### config.mk
export PLATFORM = sky130hd
export DESIGN_NAME = accs_sequencer
export DESIGN_NICKNAME = d
export VERILOG_FILES = /design/src/inc/accs_pkg.sv /design/src/verilog/accs_sequencer.sv
export VERILOG_INCLUDE_DIRS = /design/src /design/src/inc
export SDC_FILE = /design/constraint.sdc
export NUM_CORES = 1
export LEC_CHECK = 0
export ABC_AREA = 1
export CORE_MARGIN = 2
export CORE_UTILIZATION = 50
export DETAILED_ROUTE_END_ITERATION = 8
export DONT_BUFFER_PORTS = 1
export HOLD_SLACK_MARGIN = 0.08
export SETUP_SLACK_MARGIN = 0.3
export SYNTH_ARGS = -nofsm -noshare
export SYNTH_HDL_FRONTEND = slang
export SYNTH_SLANG_ARGS = --single-unit
### constraint.sdc
create_clock -name clk -period 1.6 [get_ports clk]
set_input_delay 0.32 -clock clk [delete_from_list [all_inputs] [get_ports clk]]
set_output_delay 0.32 -clock clk [all_outputs]
set_load 0.02 [all_outputs]
### src/inc/accs_consts.svh
// timing and count constants for the conversion clock sequencer
// assumes inclusion by bare name from design files
`ifndef ACCS_CONSTS_SVH
`define ACCS_CONSTS_SVH
`define ACCS_ACQ_CCLKS 5'h03
`define ACCS_CONV_CCLKS 5'h12
`define ACCS_CYCLE_CCLKS 5'h15
`define ACCS_OSC_DIV 4'h4
`define ACCS_CNT_W 5
`endif

### src/inc/accs_pkg.sv
// types shared by the conversion clock sequencer
// assumes accs_consts.svh is on the include path
package accs_pkg;
  typedef enum logic [1:0] {
    ACCS_IDLE,
    ACCS_ACQ,
    ACCS_CONV
  } accs_state_t;

  typedef struct packed {
    logic sclk_source;
    logic auto_trigger;
    logic auto_channel;
    logic manual_channel;
    logic deep_powerdown;
  } accs_cfg_t;

  typedef struct packed {
    logic sampling;
    logic converting;
    logic channel;
    logic done;
  } accs_status_t;
endpackage

### src/verilog/accs_sequencer.sv
// conversion clock selection and conversion sequencing for a sar converter
// assumes serial clock and convert start come from pins; configuration is
// driven by the serial command logic on clk
`timescale 1ns/100ps
`include "accs_consts.svh"

// Behaviour
// - conversions are paced by the internal oscillator unless the serial clock source is selected.
// - the internal oscillator runs except in deep power-down or with serial clock as source.
// - acquisition lasts at least three conversion clocks before a conversion may begin.
// - a conversion takes eighteen conversion clocks from start to result.
// - with the serial clock as source, the conversion clock is the serial clock divided by two.
// - an unsynchronised start may begin one serial clock late, giving 37 rather than 36.
// - at conversion start the input is held and stays disconnected until the end.
// - the dual-input variant has manual channel choice and auto alternation of channels 0 and 1.
// - under manual trigger the falling edge of convert start ends sampling and starts conversion.
// - under auto trigger the next conversion starts three clocks after the last, 21 per cycle.
module accs_sequencer #(
  parameter int OSC_DIV = `ACCS_OSC_DIV
) (
  // clock and reset
  input wire logic clk,
  input wire logic rstn,
  // pins from the host
  input wire logic sclk,
  input wire logic convert_start_n,
  // configuration
  input wire accs_pkg::accs_cfg_t cfg,
  // status and converter controls
  output accs_pkg::accs_status_t status,
  output logic osc_running,
  output logic conversion_clock,
  output logic hold
);

  // pin synchronisers; first stage read only by the second
  logic sclk_s1_reg, sclk_s2_reg, sclk_s3_reg;
  logic cs_s1_reg, cs_s2_reg, cs_s3_reg;
  always_ff @(posedge clk or negedge rstn)
  begin
    if (!rstn)
    begin
      sclk_s1_reg <= 1'b0;
      sclk_s2_reg <= 1'b0;
      sclk_s3_reg <= 1'b0;
      cs_s1_reg <= 1'b1;
      cs_s2_reg <= 1'b1;
      cs_s3_reg <= 1'b1;
    end
    else
    begin
      sclk_s1_reg <= sclk;
      sclk_s2_reg <= sclk_s1_reg;
      sclk_s3_reg <= sclk_s2_reg;
      cs_s1_reg <= convert_start_n;
      cs_s2_reg <= cs_s1_reg;
      cs_s3_reg <= cs_s2_reg;
    end
  end

  logic sclk_rise;
  logic start_fall;
  assign sclk_rise = sclk_s2_reg & ~sclk_s3_reg;
  assign start_fall = ~cs_s2_reg & cs_s3_reg;

  // internal oscillator modelled as a divider of clk
  logic osc_en;
  logic [3:0] osc_cnt_reg;
  logic osc_tick;
  assign osc_en = ~cfg.deep_powerdown & ~cfg.sclk_source;
  assign osc_tick = osc_en && (osc_cnt_reg == 4'(OSC_DIV - 1));
  always_ff @(posedge clk or negedge rstn)
  begin
    if (!rstn)
      osc_cnt_reg <= 4'h0;
    else if (!osc_en || osc_tick)
      osc_cnt_reg <= 4'h0;
    else
      osc_cnt_reg <= osc_cnt_reg + 4'h1;
  end

  // serial clock halved: every second rising edge is a conversion clock
  logic sclk_half_reg;
  logic sclk_tick;
  always_ff @(posedge clk or negedge rstn)
  begin
    if (!rstn)
      sclk_half_reg <= 1'b0;
    else if (sclk_rise)
      sclk_half_reg <= ~sclk_half_reg;
  end
  assign sclk_tick = sclk_rise & sclk_half_reg;

  logic conversion_clock_tick;
  // serial clock is blocked from the converter in deep power-down too
  assign conversion_clock_tick = !cfg.deep_powerdown && (cfg.sclk_source ? sclk_tick : osc_tick);

  always_ff @(posedge clk or negedge rstn)
  begin
    if (!rstn)
      conversion_clock <= 1'b0;
    else if (conversion_clock_tick)
      conversion_clock <= ~conversion_clock;
  end

  always_ff @(posedge clk or negedge rstn)
  begin
    if (!rstn)
      osc_running <= 1'b0;
    else
      osc_running <= osc_en;
  end

  // a start is latched and begins on the next conversion clock, so an
  // unaligned strobe in serial mode costs one extra serial clock
  logic start_pend_reg;
  logic [`ACCS_CNT_W-1:0] cnt_reg;
  accs_pkg::accs_state_t state_reg;
  logic acq_met;
  logic begin_conv;
  assign acq_met = (state_reg == accs_pkg::ACCS_ACQ) && (cnt_reg >= `ACCS_ACQ_CCLKS);
  // acq_met again so a stale pending start can never cut acquisition short
  assign begin_conv = conversion_clock_tick && start_pend_reg && acq_met;

  always_ff @(posedge clk or negedge rstn)
  begin
    if (!rstn)
      start_pend_reg <= 1'b0;
    else if (cfg.auto_trigger || cfg.deep_powerdown)
      start_pend_reg <= 1'b0;
    else if (start_fall && acq_met)
      start_pend_reg <= 1'b1;
    else if (begin_conv)
      start_pend_reg <= 1'b0;
  end

  logic conv_end;
  logic auto_start;
  assign conv_end = (state_reg == accs_pkg::ACCS_CONV) && conversion_clock_tick
    && (cnt_reg == `ACCS_CONV_CCLKS - 5'h01);
  assign auto_start = cfg.auto_trigger && conversion_clock_tick && (state_reg == accs_pkg::ACCS_ACQ)
    && (cnt_reg >= `ACCS_ACQ_CCLKS - 5'h01);
  // >= so an acquisition already past three clocks (auto just enabled) starts on the next one

  always_ff @(posedge clk or negedge rstn)
  begin
    if (!rstn)
    begin
      state_reg <= accs_pkg::ACCS_IDLE;
      cnt_reg <= '0;
    end
    else if (cfg.deep_powerdown)
    begin
      state_reg <= accs_pkg::ACCS_IDLE;
      cnt_reg <= '0;
    end
    else
    begin
      case (state_reg)
        accs_pkg::ACCS_IDLE:
        begin
          state_reg <= accs_pkg::ACCS_ACQ;
          cnt_reg <= '0;
        end
        accs_pkg::ACCS_ACQ:
        begin
          if (begin_conv || auto_start)
          begin
            state_reg <= accs_pkg::ACCS_CONV;
            cnt_reg <= '0;
          end
          else if (conversion_clock_tick && !acq_met)
            cnt_reg <= cnt_reg + 5'h01;
        end
        accs_pkg::ACCS_CONV:
        begin
          if (conv_end)
          begin
            state_reg <= accs_pkg::ACCS_ACQ;
            cnt_reg <= '0;
          end
          else if (conversion_clock_tick)
            cnt_reg <= cnt_reg + 5'h01;
        end
        default:
        begin
          state_reg <= accs_pkg::ACCS_IDLE;
          cnt_reg <= '0;
        end
      endcase
    end
  end

  // hold from conversion start until its last clock
  always_ff @(posedge clk or negedge rstn)
  begin
    if (!rstn)
      hold <= 1'b0;
    else if (begin_conv || auto_start)
      hold <= 1'b1;
    else if (conv_end || cfg.deep_powerdown)
      hold <= 1'b0;
  end

  // channel: manual choice or alternation taken at each conversion end
  logic chan_reg;
  logic auto_chan_prev_reg;
  always_ff @(posedge clk or negedge rstn)
  begin
    if (!rstn)
    begin
      chan_reg <= 1'b0;
      auto_chan_prev_reg <= 1'b0;
    end
    else
    begin
      auto_chan_prev_reg <= cfg.auto_channel;
      if (!cfg.auto_channel)
        chan_reg <= cfg.manual_channel;
      else if (!auto_chan_prev_reg)
        chan_reg <= 1'b0;
      else if (conv_end)
        chan_reg <= ~chan_reg;
    end
  end

  always_ff @(posedge clk or negedge rstn)
  begin
    if (!rstn)
      status <= '0;
    else
    begin
      status.sampling <= (state_reg == accs_pkg::ACCS_ACQ);
      status.converting <= (state_reg == accs_pkg::ACCS_CONV);
      status.channel <= chan_reg;
      status.done <= conv_end;
    end
  end

endmodule

==> flow_metrics.py, run 1 <==
metrics = {
    "synthesis": {
        "ys_seq_area_share_pct": 51.0,
        "synth_area_per_cell_um2": 9.52,
        "ys_types": 27,
        "synth.area.top_cells": "dfrtp_1 45%, nand2_1 8.2%, ha_1 7.3%, dfstp_2 5.7%, nand3_1 5.4%",
        "yosysTopAreaCellShare_pct": 45.3,
        "ys.warnings.count": 0,
        "synth_top_cell_by_area": "dfrtp_1",
        "ys_seq_elements": 28,
        "synthesis.nets": 162,
        "syn_area_mm2": 0.00138,
        "synthCells": 145,
    },
    "floorplanning": {
        "die-area_mm2": 0.00320,
        "fp.dieW_um": 56.5,
        "die_y_um": 56.5,
        "num_rows": 19,
        "boundaryPins": 16,
        "start_util_pct": 51.4,
        "core_region_area_mm2": 0.00269,
    },
    "global_routing": {
        "grtUsageTotal_pct": 18.5,
        "first_global_vias": 1033,
        "grt_antenna_before_repair": 0,
        "grt_first_pass_wirelength_mm": 4.60,
        "grt_max_degree": 29,
        "overflow": 0,
    },
    "final_layout": {
        "antennaDiodeCount": 0,
        "drive_gt1_share_pct": 37.3,
        "fillers": 222,
        "synthToLayoutAreaGrowth_pct": 28.6,
        "design_area_mm2": 0.00177,
        "mostFrequentLayoutCells": "28 x nand2_1, 22 x dfrtp_1, 12 x nor2_1",
        "largest_reg_flops": 5,
        "multi_input_area_um2": 719,
        "regArea_um2": 708,
        "final_nets": 187,
        "final_common_cell": "nand2_1",
    },
    "run_status": {
        "status": "completed",
    },
    "sta": {
        "slew_violations": 0,
        "fin_tns_setup_ns": 0,
        "layout_min_cycle_time_ns": 1.48,
        "fmax_mhz": 673,
        "worst_slew_pin_slew_ns": 0.293,
        "setup_slack_ns": 0.115,
        "setup_viol": 0,
        "rsz0062_at_grt": "true",
        "skew_ns": 0.00821,
        "max_slew_margin_pct": 80.3,
        "final-hold-violation-count": 0,
        "fin_crit_sh_pct": 92.8,
    },
    "setup_path": {
        "cp_slowest_cell": "dfrtp_1",
        "cpLargestDelayFamily": "flip-flops",
        "critical_path_class": "flop to flop",
        "worstPathMaxFanout": 6,
        "end_kind": "flop",
        "crit_chain": "inv_2 > ha_4 > nand2_1 > inv_1 > nand2_1 > nand2_2 > nand2_4 > a21o_1 > nand2_1 > nand2_1",
        "cpPeakStageDelay_ns": 0.46,
        "crit_buf_inv": 2,
        "cp-start-kind": "flop",
        "worst_ep_required_time_ns": 1.85,
        "crit_top_cell": "nand2_1",
        "critical_path_arrival_ns": 1.74,
    },
    "placed_design": {
        "gp_congestion": 0.761,
        "io_buffers": 0,
        "placed_area_mm2": 0.00147,
        "hpwl_mm": 1.70,
        "dp_slack_ns": 0.0389,
    },
    "detailed_routing": {
        "vias": 987,
        "dr.pass1.iters": 4,
        "ant_nets": 0,
        "drt-initial-drc-count": 40,
        "wl_mm": 2.54,
        "drc": 0,
        "wl_per_cell_um": 12.7,
        "via_per_inst": 4.94,
    },
    "cts": {
        "cts_buffer_depth": 2,
        "htreeDepth": 1,
        "cts_made_buffers": 3,
        "cts_sinks": 28,
        "cts_tree": "built",
        "insertion_delay_ns": 0.34,
        "root_buffer": "clkbuf_4",
        "clk_pin_slew_worst_paths_ns": 0.15,
    },
    "pwr": {
        "peakVddDrop_mv": 0.949,
        "total_leakage_power_uw": 0.000860,
        "power_density_mw_per_mm2": 1030,
        "p_total_uw": 1830,
    },
    "job": {
        "maxCapViolCount": 0,
    },
    "worst_hold_path": {
        "hold_class": "input port to flop",
    },
}
==> layer usage <==
| metal | GRT usage [%] | vias to the layer above | share of wire [%] |
|---|---|---|---|
| met3 | 3.23 | 2 | 3.3 |
| met4 | 6.12 | 0 | 0.83 |
| li1 | - | 512 | - |
| met1 | 24.8 | 456 | 46 |
| met2 | 30.2 | 17 | 50 |
| met5 | 0 | - | 0 |
==> layout make-up <==
cell class	instances	share of cell area, %
clock buffers	4	2.05
inverters	19	4.80
multi-input cells	98	40.6
flip-flops and latches	28	39.9
well taps	31	2.19
repair buffers	20	10.5
==> cell families after synthesis <==
family          after synthesis  share of synthesized area, %
simple gates                 77                          28.7
flops                        28                          51.0
buf+inv                      19                          6.16
compound gates               10                          4.90
fa+ha+maj                     8                          7.25
xor+xnor                      3                          1.90
==> worst paths after layout <==
kind | depth (start not counted) | slack (ns) | startpoint | end
worst max-delay path | 10 | 0.12 | state_reg[1]$_DFFE_PN0P_ | cnt_reg[1]$_DFFE_PN0P_
worst min-delay path | 2 | 0.10 | cfg[3] | start_pend_reg$_DFFE_PN0P_
worst max register to register | 10 | 0.12 | state_reg[1]$_DFFE_PN0P_ | cnt_reg[1]$_DFFE_PN0P_
worst min register to register | 0 | 0.37 | cs_s1_reg$_DFF_PN1_ | cs_s2_reg$_DFF_PN1_
max in group asynchronous | 2 | 0.97 | rstn | cs_s1_reg$_DFF_PN1_
min in group asynchronous | 2 | 0.40 | rstn | start_pend_reg$_DFFE_PN0P_
==> synthesized netlist by cell type (all sizes together) <==
cell type / number
o21ai: 4
nor3: 3
nand2: 36
nor3b: 2
nand4: 3
ha: 8
a21oi: 5
xor2: 2
dfstp: 3
a21o: 1
nor2: 16
or2: 2
xnor2: 1
nand3: 15
bufinv: 1
inv: 18
dfrtp: 25
==> through the flow <==
step                      hold slack (ns)  utilization, %  cells
final                               0.101            66.0    200
after global routing               0.0931            66.0    200
after CTS                           0.102            63.8    197
after detailed placement           0.0250            54.6    177
after global placement             0.0250            54.6    177
after floorplan                    0.0244               -    145
==> where the power goes <==
part	internal (µW)	switching [µW]
combinational	252	310
clock	140	212
sequential	799	112
total	1190	635
==> timing repair <==
action / 4_1_cts / 5_1_grt
pin swaps: 12 / 14
setup buffers: 10 / 3
endpoints found under the setup margin: 12 / 12
hold buffers: 6 / 0
endpoints found under the hold margin: 32 / 0
gates resized for setup: 14 / 12
Note: power is estimated with default switching activity, not from simulation.
==> run 2: changes to the inputs <==
Settings changed: GPL_TIMING_DRIVEN set to 0.
==> run 2 against run 1 <==
  * Count of clock-buffer cells in the layout fell by 1
  * Highest routed layer unchanged
  * Critical endpoint is now state_reg[1]$_DFFE_PN0P_
  * Fmax is 4.3% lower
  * Sequential share of layout area fell by 2.4 points
  * Via count up 9.4%
  * Clock power is 34% higher
==> flow_metrics.py, run 2 (synthesis results as in run 1) <==
metrics = {
    "global_routing": {
        "grt_first_pass_wirelength_mm": 4.69,
        "overflow": 0,
        "first_global_vias": 1070,
        "grtUsageTotal_pct": 18.8,
        "grt_antenna_before_repair": 0,
        "grt_max_degree": 29,
    },
    "setup_path": {
        "crit_chain": "buf_4 > ha_1 > nand2_1 > nor2_2 > nand4_4 > nand2_4 > nand2_8 > nand3_1 > nand2_1",
        "crit_top_cell": "nand2_1",
        "cpPeakStageDelay_ns": 0.46,
        "rrSetupSlack_ns": 0.05,
        "end_kind": "flop",
        "critical_path_class": "flop to flop",
        "worstPathMaxFanout": 7,
        "worst_ep_required_time_ns": 1.84,
        "critical_path_arrival_ns": 1.80,
        "cp-start-kind": "flop",
        "cp_slowest_cell": "dfrtp_2",
    },
    "final_layout": {
        "drive_gt1_share_pct": 43.7,
        "final_nets": 192,
        "multi_input_area_um2": 771,
        "regArea_um2": 708,
        "synthToLayoutAreaGrowth_pct": 36.8,
        "layout.cells.non_filler": 205,
        "final_common_cell": "nand2_1",
        "mostFrequentLayoutCells": "24 x nand2_1, 22 x dfrtp_1, 16 x buf_4",
        "fillers": 204,
        "antennaDiodeCount": 0,
        "largest_reg_flops": 5,
    },
    "sta": {
        "setup_viol": 0,
        "fin_tns_setup_ns": 0,
        "max_slew_margin_pct": 78.5,
        "fmax_mhz": 644,
        "rsz0062_at_grt": "true",
        "slew_violations": 0,
        "fin_crit_sh_pct": 97.0,
        "layout_min_cycle_time_ns": 1.55,
        "skew_ns": 0.00167,
        "final-hold-violation-count": 0,
        "worst_slew_pin_slew_ns": 0.320,
    },
    "pwr": {
        "peakVddDrop_mv": 0.908,
        "total_leakage_power_uw": 0.000892,
        "p_total_uw": 2080,
        "power_density_mw_per_mm2": 1100,
    },
    "floorplanning": {
        "num_rows": 19,
        "die-area_mm2": 0.00320,
        "core_region_area_mm2": 0.00269,
        "fp.dieW_um": 56.5,
        "boundaryPins": 16,
        "die_y_um": 56.5,
        "start_util_pct": 51.4,
    },
    "detailed_routing": {
        "via_per_inst": 5.27,
        "ant_nets": 0,
        "wl_per_cell_um": 14.9,
        "drc": 0,
        "drt-initial-drc-count": 37,
        "vias": 1080,
        "wl_mm": 3.05,
        "dr.pass1.iters": 6,
    },
    "placed_design": {
        "gp_congestion": 0.896,
        "placed_cells": 176,
        "io_buffers": 0,
        "hpwl_mm": 1.72,
    },
    "cts": {
        "clk_pin_slew_worst_paths_ns": 0.16,
        "cts_made_buffers": 3,
        "cts_tree": "built",
        "htreeDepth": 1,
        "root_buffer": "clkbuf_4",
        "insertion_delay_ns": 0.33,
        "cts_buffer_depth": 2,
        "cts_sinks": 28,
    },
    "job": {
        "maxCapViolCount": 0,
    },
    "run_status": {
        "status": "completed",
    },
    "worst_hold_path": {
        "hold_class": "input port to flop",
    },
}
[run 2: repair_timing]
| item | 4_1_cts | 5_1_grt |
|---|---|---|
| setup endpoints to repair | 10 | 15 |
| setup buffers | 12 | 7 |
| pin swaps | 11 | 16 |
| gates resized for setup | 10 | 25 |
| hold endpoints to repair | 32 | 0 |
| hold buffers | 6 | 0 |
[run 2: final cells by class]
| class | count | share of cell area, % |
|---|---|---|
| timing repair buffer | 25 | 12.3 |
| inverter | 19 | 4.51 |
| sequential | 28 | 37.5 |
| clock inverter | 1 | 1.59 |
| clock buffer | 3 | 1.19 |
| tap | 31 | 2.05 |
| multi-input combinational | 98 | 40.8 |
[run 2: path summary, 6_finish.rpt]
check,startpoint,endpoint,depth (start not counted)
max,cnt_reg[0]$_DFFE_PN0P_,state_reg[1]$_DFFE_PN0P_,9
max reg2reg,cnt_reg[0]$_DFFE_PN0P_,state_reg[1]$_DFFE_PN0P_,9
min,cfg[3],start_pend_reg$_DFFE_PN0P_,2
max in group asynchronous,rstn,cs_s3_reg$_DFF_PN1_,2
min in group asynchronous,rstn,sclk_s3_reg$_DFF_PN0_,2
min reg2reg,cs_s1_reg$_DFF_PN1_,cs_s2_reg$_DFF_PN1_,0
[run 2: worst max-delay path, delay by kind of cell, from the launching register on]
kind                       cells  cell delay [ns]
adders and majority gates      1             0.15
buffers and inverters          1             0.14
DFF                            1             0.46
and+or+nand+nor                7             0.70
[run 2: power breakdown]
part           switching (µW)  leakage [µW]  internal, µW  total [µW]
Clock                     220     0.0000279           254         473
Combinational             375      0.000510           315         690
Sequential                116      0.000354           799         915
Total                     711      0.000892          1370        2080
[run 2: routing by layer]
metal	up-vias	part of all wire [%]	GRT usage, %
met5	-	0	0
met4	0	1.6	5.44
met3	6	3.8	3.46
met2	29	54	33.4
met1	526	41	23.2
li1	519	-	-
[run 2: stage by stage]
| step | instance area, µm² | hold slack [ns] | setup slack [ns] | util [%] |
|---|---|---|---|---|
| 2_1_floorplan | 1420 | 0.0244 | 0.215 | - |
| 3_3_place_gp | 1460 | 0.0249 | 0.0713 | 54.4 |
| 3_5_place_dp | 1460 | 0.0250 | 0.0350 | 54.4 |
| 4_1_cts | 1720 | 0.106 | 0.110 | 63.9 |
| 5_1_grt | 1890 | 0.109 | -0.0317 | 70.3 |
| 6_report | 1890 | 0.106 | 0.0483 | 70.3 |
==> run 3: changes to the inputs <==
==> constraint.sdc (replaced) <==
create_clock -name clk -period 1.6 [get_ports clk]
set_input_delay 0.32 -clock clk [delete_from_list [all_inputs] [get_ports clk]]
set_output_delay 0.32 -clock clk [all_outputs]
set_load 0.1 [all_outputs]
==> run 3 against run 2 <==
  * Register-to-register slack hardly changed
  * Non-clock buffer count is 2 lower
  * Sequential share of layout area is 1.8 points higher
  * Global-route usage is 0.39 points higher
  * Count of clock-buffer cells in the layout stayed put
  * Power is 10% higher
  * Die area stayed put
  * Highest routed layer unchanged
  * Clock skew is 0.0026 ns higher
  * Critical path depth stayed put
==> flow_metrics.py, run 3 (synthesis results as in run 1) <==
metrics = {
    "run_status": {
        "status": "completed",
    },
    "sta": {
        "fin_crit_sh_pct": 96.9,
        "layout_min_cycle_time_ns": 1.55,
        "rsz0062_at_grt": "true",
        "fmax_mhz": 645,
        "final-hold-violation-count": 0,
        "max_slew_margin_pct": 78.6,
        "fin_tns_setup_ns": 0,
        "setup_viol": 0,
        "worst_slew_pin_slew_ns": 0.319,
        "slew_violations": 0,
        "skew_ns": 0.00431,
    },
    "placed_design": {
        "hpwl_mm": 1.72,
        "placed_area_mm2": 0.00146,
        "io_buffers": 0,
        "gp_congestion": 0.896,
    },
    "floorplanning": {
        "start_util_pct": 51.4,
        "die-area_mm2": 0.00320,
        "boundaryPins": 16,
        "core_region_area_mm2": 0.00269,
        "fp.dieW_um": 56.5,
        "num_rows": 19,
        "die_y_um": 56.5,
    },
    "setup_path": {
        "startpoint": "cnt_reg[0]$_DFFE_PN0P_",
        "cp-start-kind": "flop",
        "critical_path_arrival_ns": 1.79,
        "worstPathMaxFanout": 7,
        "critical_path_class": "flop to flop",
        "worst_ep_required_time_ns": 1.84,
        "r2r-start": "cnt_reg[0]$_DFFE_PN0P_",
        "rrSetupSlack_ns": 0.05,
        "crit_end": "cnt_reg[3]$_DFFE_PN0P_",
        "end_kind": "flop",
        "r2r_end": "cnt_reg[3]$_DFFE_PN0P_",
        "r2r_cells": 9,
    },
    "pwr": {
        "power_switching_uw": 911,
        "p_int_uw": 1380,
        "p_clk_share_pct": 20.4,
        "total_leakage_power_uw": 0.000876,
        "p_sw_share_pct": 39.8,
        "seqPwrFrac_pct": 50.2,
        "peakVddDrop_mv": 0.987,
        "p_total_uw": 2290,
        "power_density_mw_per_mm2": 1230,
        "combPwrFrac_pct": 29.4,
    },
    "global_routing": {
        "first_global_vias": 1085,
        "grtUsageTotal_pct": 19.2,
        "grt_first_pass_wirelength_mm": 4.77,
        "overflow": 0,
        "grt_antenna_before_repair": 0,
        "grt_max_degree": 29,
    },
    "cts": {
        "cts_buffer_depth": 2,
        "clk_pin_slew_worst_paths_ns": 0.15,
        "insertion_delay_ns": 0.33,
        "htreeDepth": 1,
        "cts_sinks": 28,
        "root_buffer": "clkbuf_4",
        "cts_tree": "built",
        "cts_made_buffers": 3,
    },
    "final_layout": {
        "fillers": 206,
        "multi_input_area_um2": 751,
        "final_common_cell": "nand2_1",
        "drive_gt1_share_pct": 43.6,
        "regArea_um2": 734,
        "design_area_mm2": 0.00187,
        "synthToLayoutAreaGrowth_pct": 35.3,
        "largest_reg_flops": 5,
        "antennaDiodeCount": 0,
        "final_util_pct": 69.5,
        "mostFrequentLayoutCells": "27 x nand2_1, 15 x dfrtp_1, 15 x buf_4",
        "final_nets": 190,
    },
    "detailed_routing": {
        "dr.pass1.iters": 4,
        "vias": 1063,
        "via_per_inst": 5.24,
        "drt-initial-drc-count": 25,
        "drc": 0,
        "wl_mm": 3.04,
        "ant_nets": 0,
        "wl_per_cell_um": 15.0,
    },
    "worst_hold_path": {
        "hold_class": "input port to flop",
    },
    "job": {
        "maxCapViolCount": 0,
    },
}
-- run 3: cell count changes in the layout (fill, tap and decap cells not counted), moves of 2 or more --
cell and change:
dfrtp_1 -7, dfrtp_4 +7, nand2_1 +3, nand2_2 -3
inv_1 +2, inv_2 -2
-- run 3: how the worst min path moves through the flow --
stage | startpoint | to | cells after the start
6_report | cfg[3] | start_pend_reg$_DFFE_PN0P_ | 2
5_1_grt | cfg[2] | chan_reg$_DFFE_PN0P_ | 2
4_1_cts | cfg[3] | start_pend_reg$_DFFE_PN0P_ | 2
3_5_place_dp | rstn | sclk_half_reg$_DFFE_PN0N_ | 0
3_3_place_gp | rstn | sclk_half_reg$_DFFE_PN0N_ | 0
2_1_floorplan | rstn | auto_chan_prev_reg$_DFF_PN0_ | 0
-- run 3: area by class of cell --
| cell class | count | share of cell area, % |
|---|---|---|
| inverter | 19 | 4.56 |
| clock buffer | 3 | 1.21 |
| timing repair buffer | 23 | 11.0 |
| clock inverter | 1 | 1.61 |
| sequential | 28 | 39.3 |
| multi-input combinational | 98 | 40.2 |
| tap | 31 | 2.08 |
-- run 3: power groups by stage --
stage	Sequential [µW]	Clock (µW)	Combinational (µW)
floorplan	1120	0	318
detailed placement	1140	0	389
global placement	1130	0	374
global route	1160	504	726
CTS	1140	480	529
finish	1150	467	674
-- run 3: what timing repair did --
action                     in CTS  in global routing
hold buffers                    6                  0
hold endpoints to repair       32                  0
gates resized for setup        23                 19
pin swaps                      11                  8
setup buffers                  12                  5
setup endpoints to repair      17                 22
-- run 3: worst max-delay path, cell delays in order (launching register included) --
cell and delay, ns:
dfrtp_2 0.46, buf_4 0.13, ha_1 0.14, nand2_1 0.07, nor2_2 0.14, nand4_4 0.16
nand2_4 0.14, nand2_8 0.08, nand3_1 0.09, nand2_1 0.05
-- run 3: routing by layer --
layer | vias up | part of all wire, % | global-route usage [%]
li1 | 512 | - | -
met3 | 4 | 4.2 | 3.69
met5 | - | 0 | 0
met4 | 0 | 0.99 | 6.12
met2 | 26 | 54 | 34.2
met1 | 521 | 40 | 23.2
-- run 3: through the flow --
step,hold slack [ns],setup WS [ns],cells
global route,0.0890,-0.0303,203
global placement,0.0249,0.0713,176
finish,0.108,0.0492,203
CTS,0.106,0.110,198
detailed placement,0.0250,0.0350,176
floorplan,0.0244,0.215,145
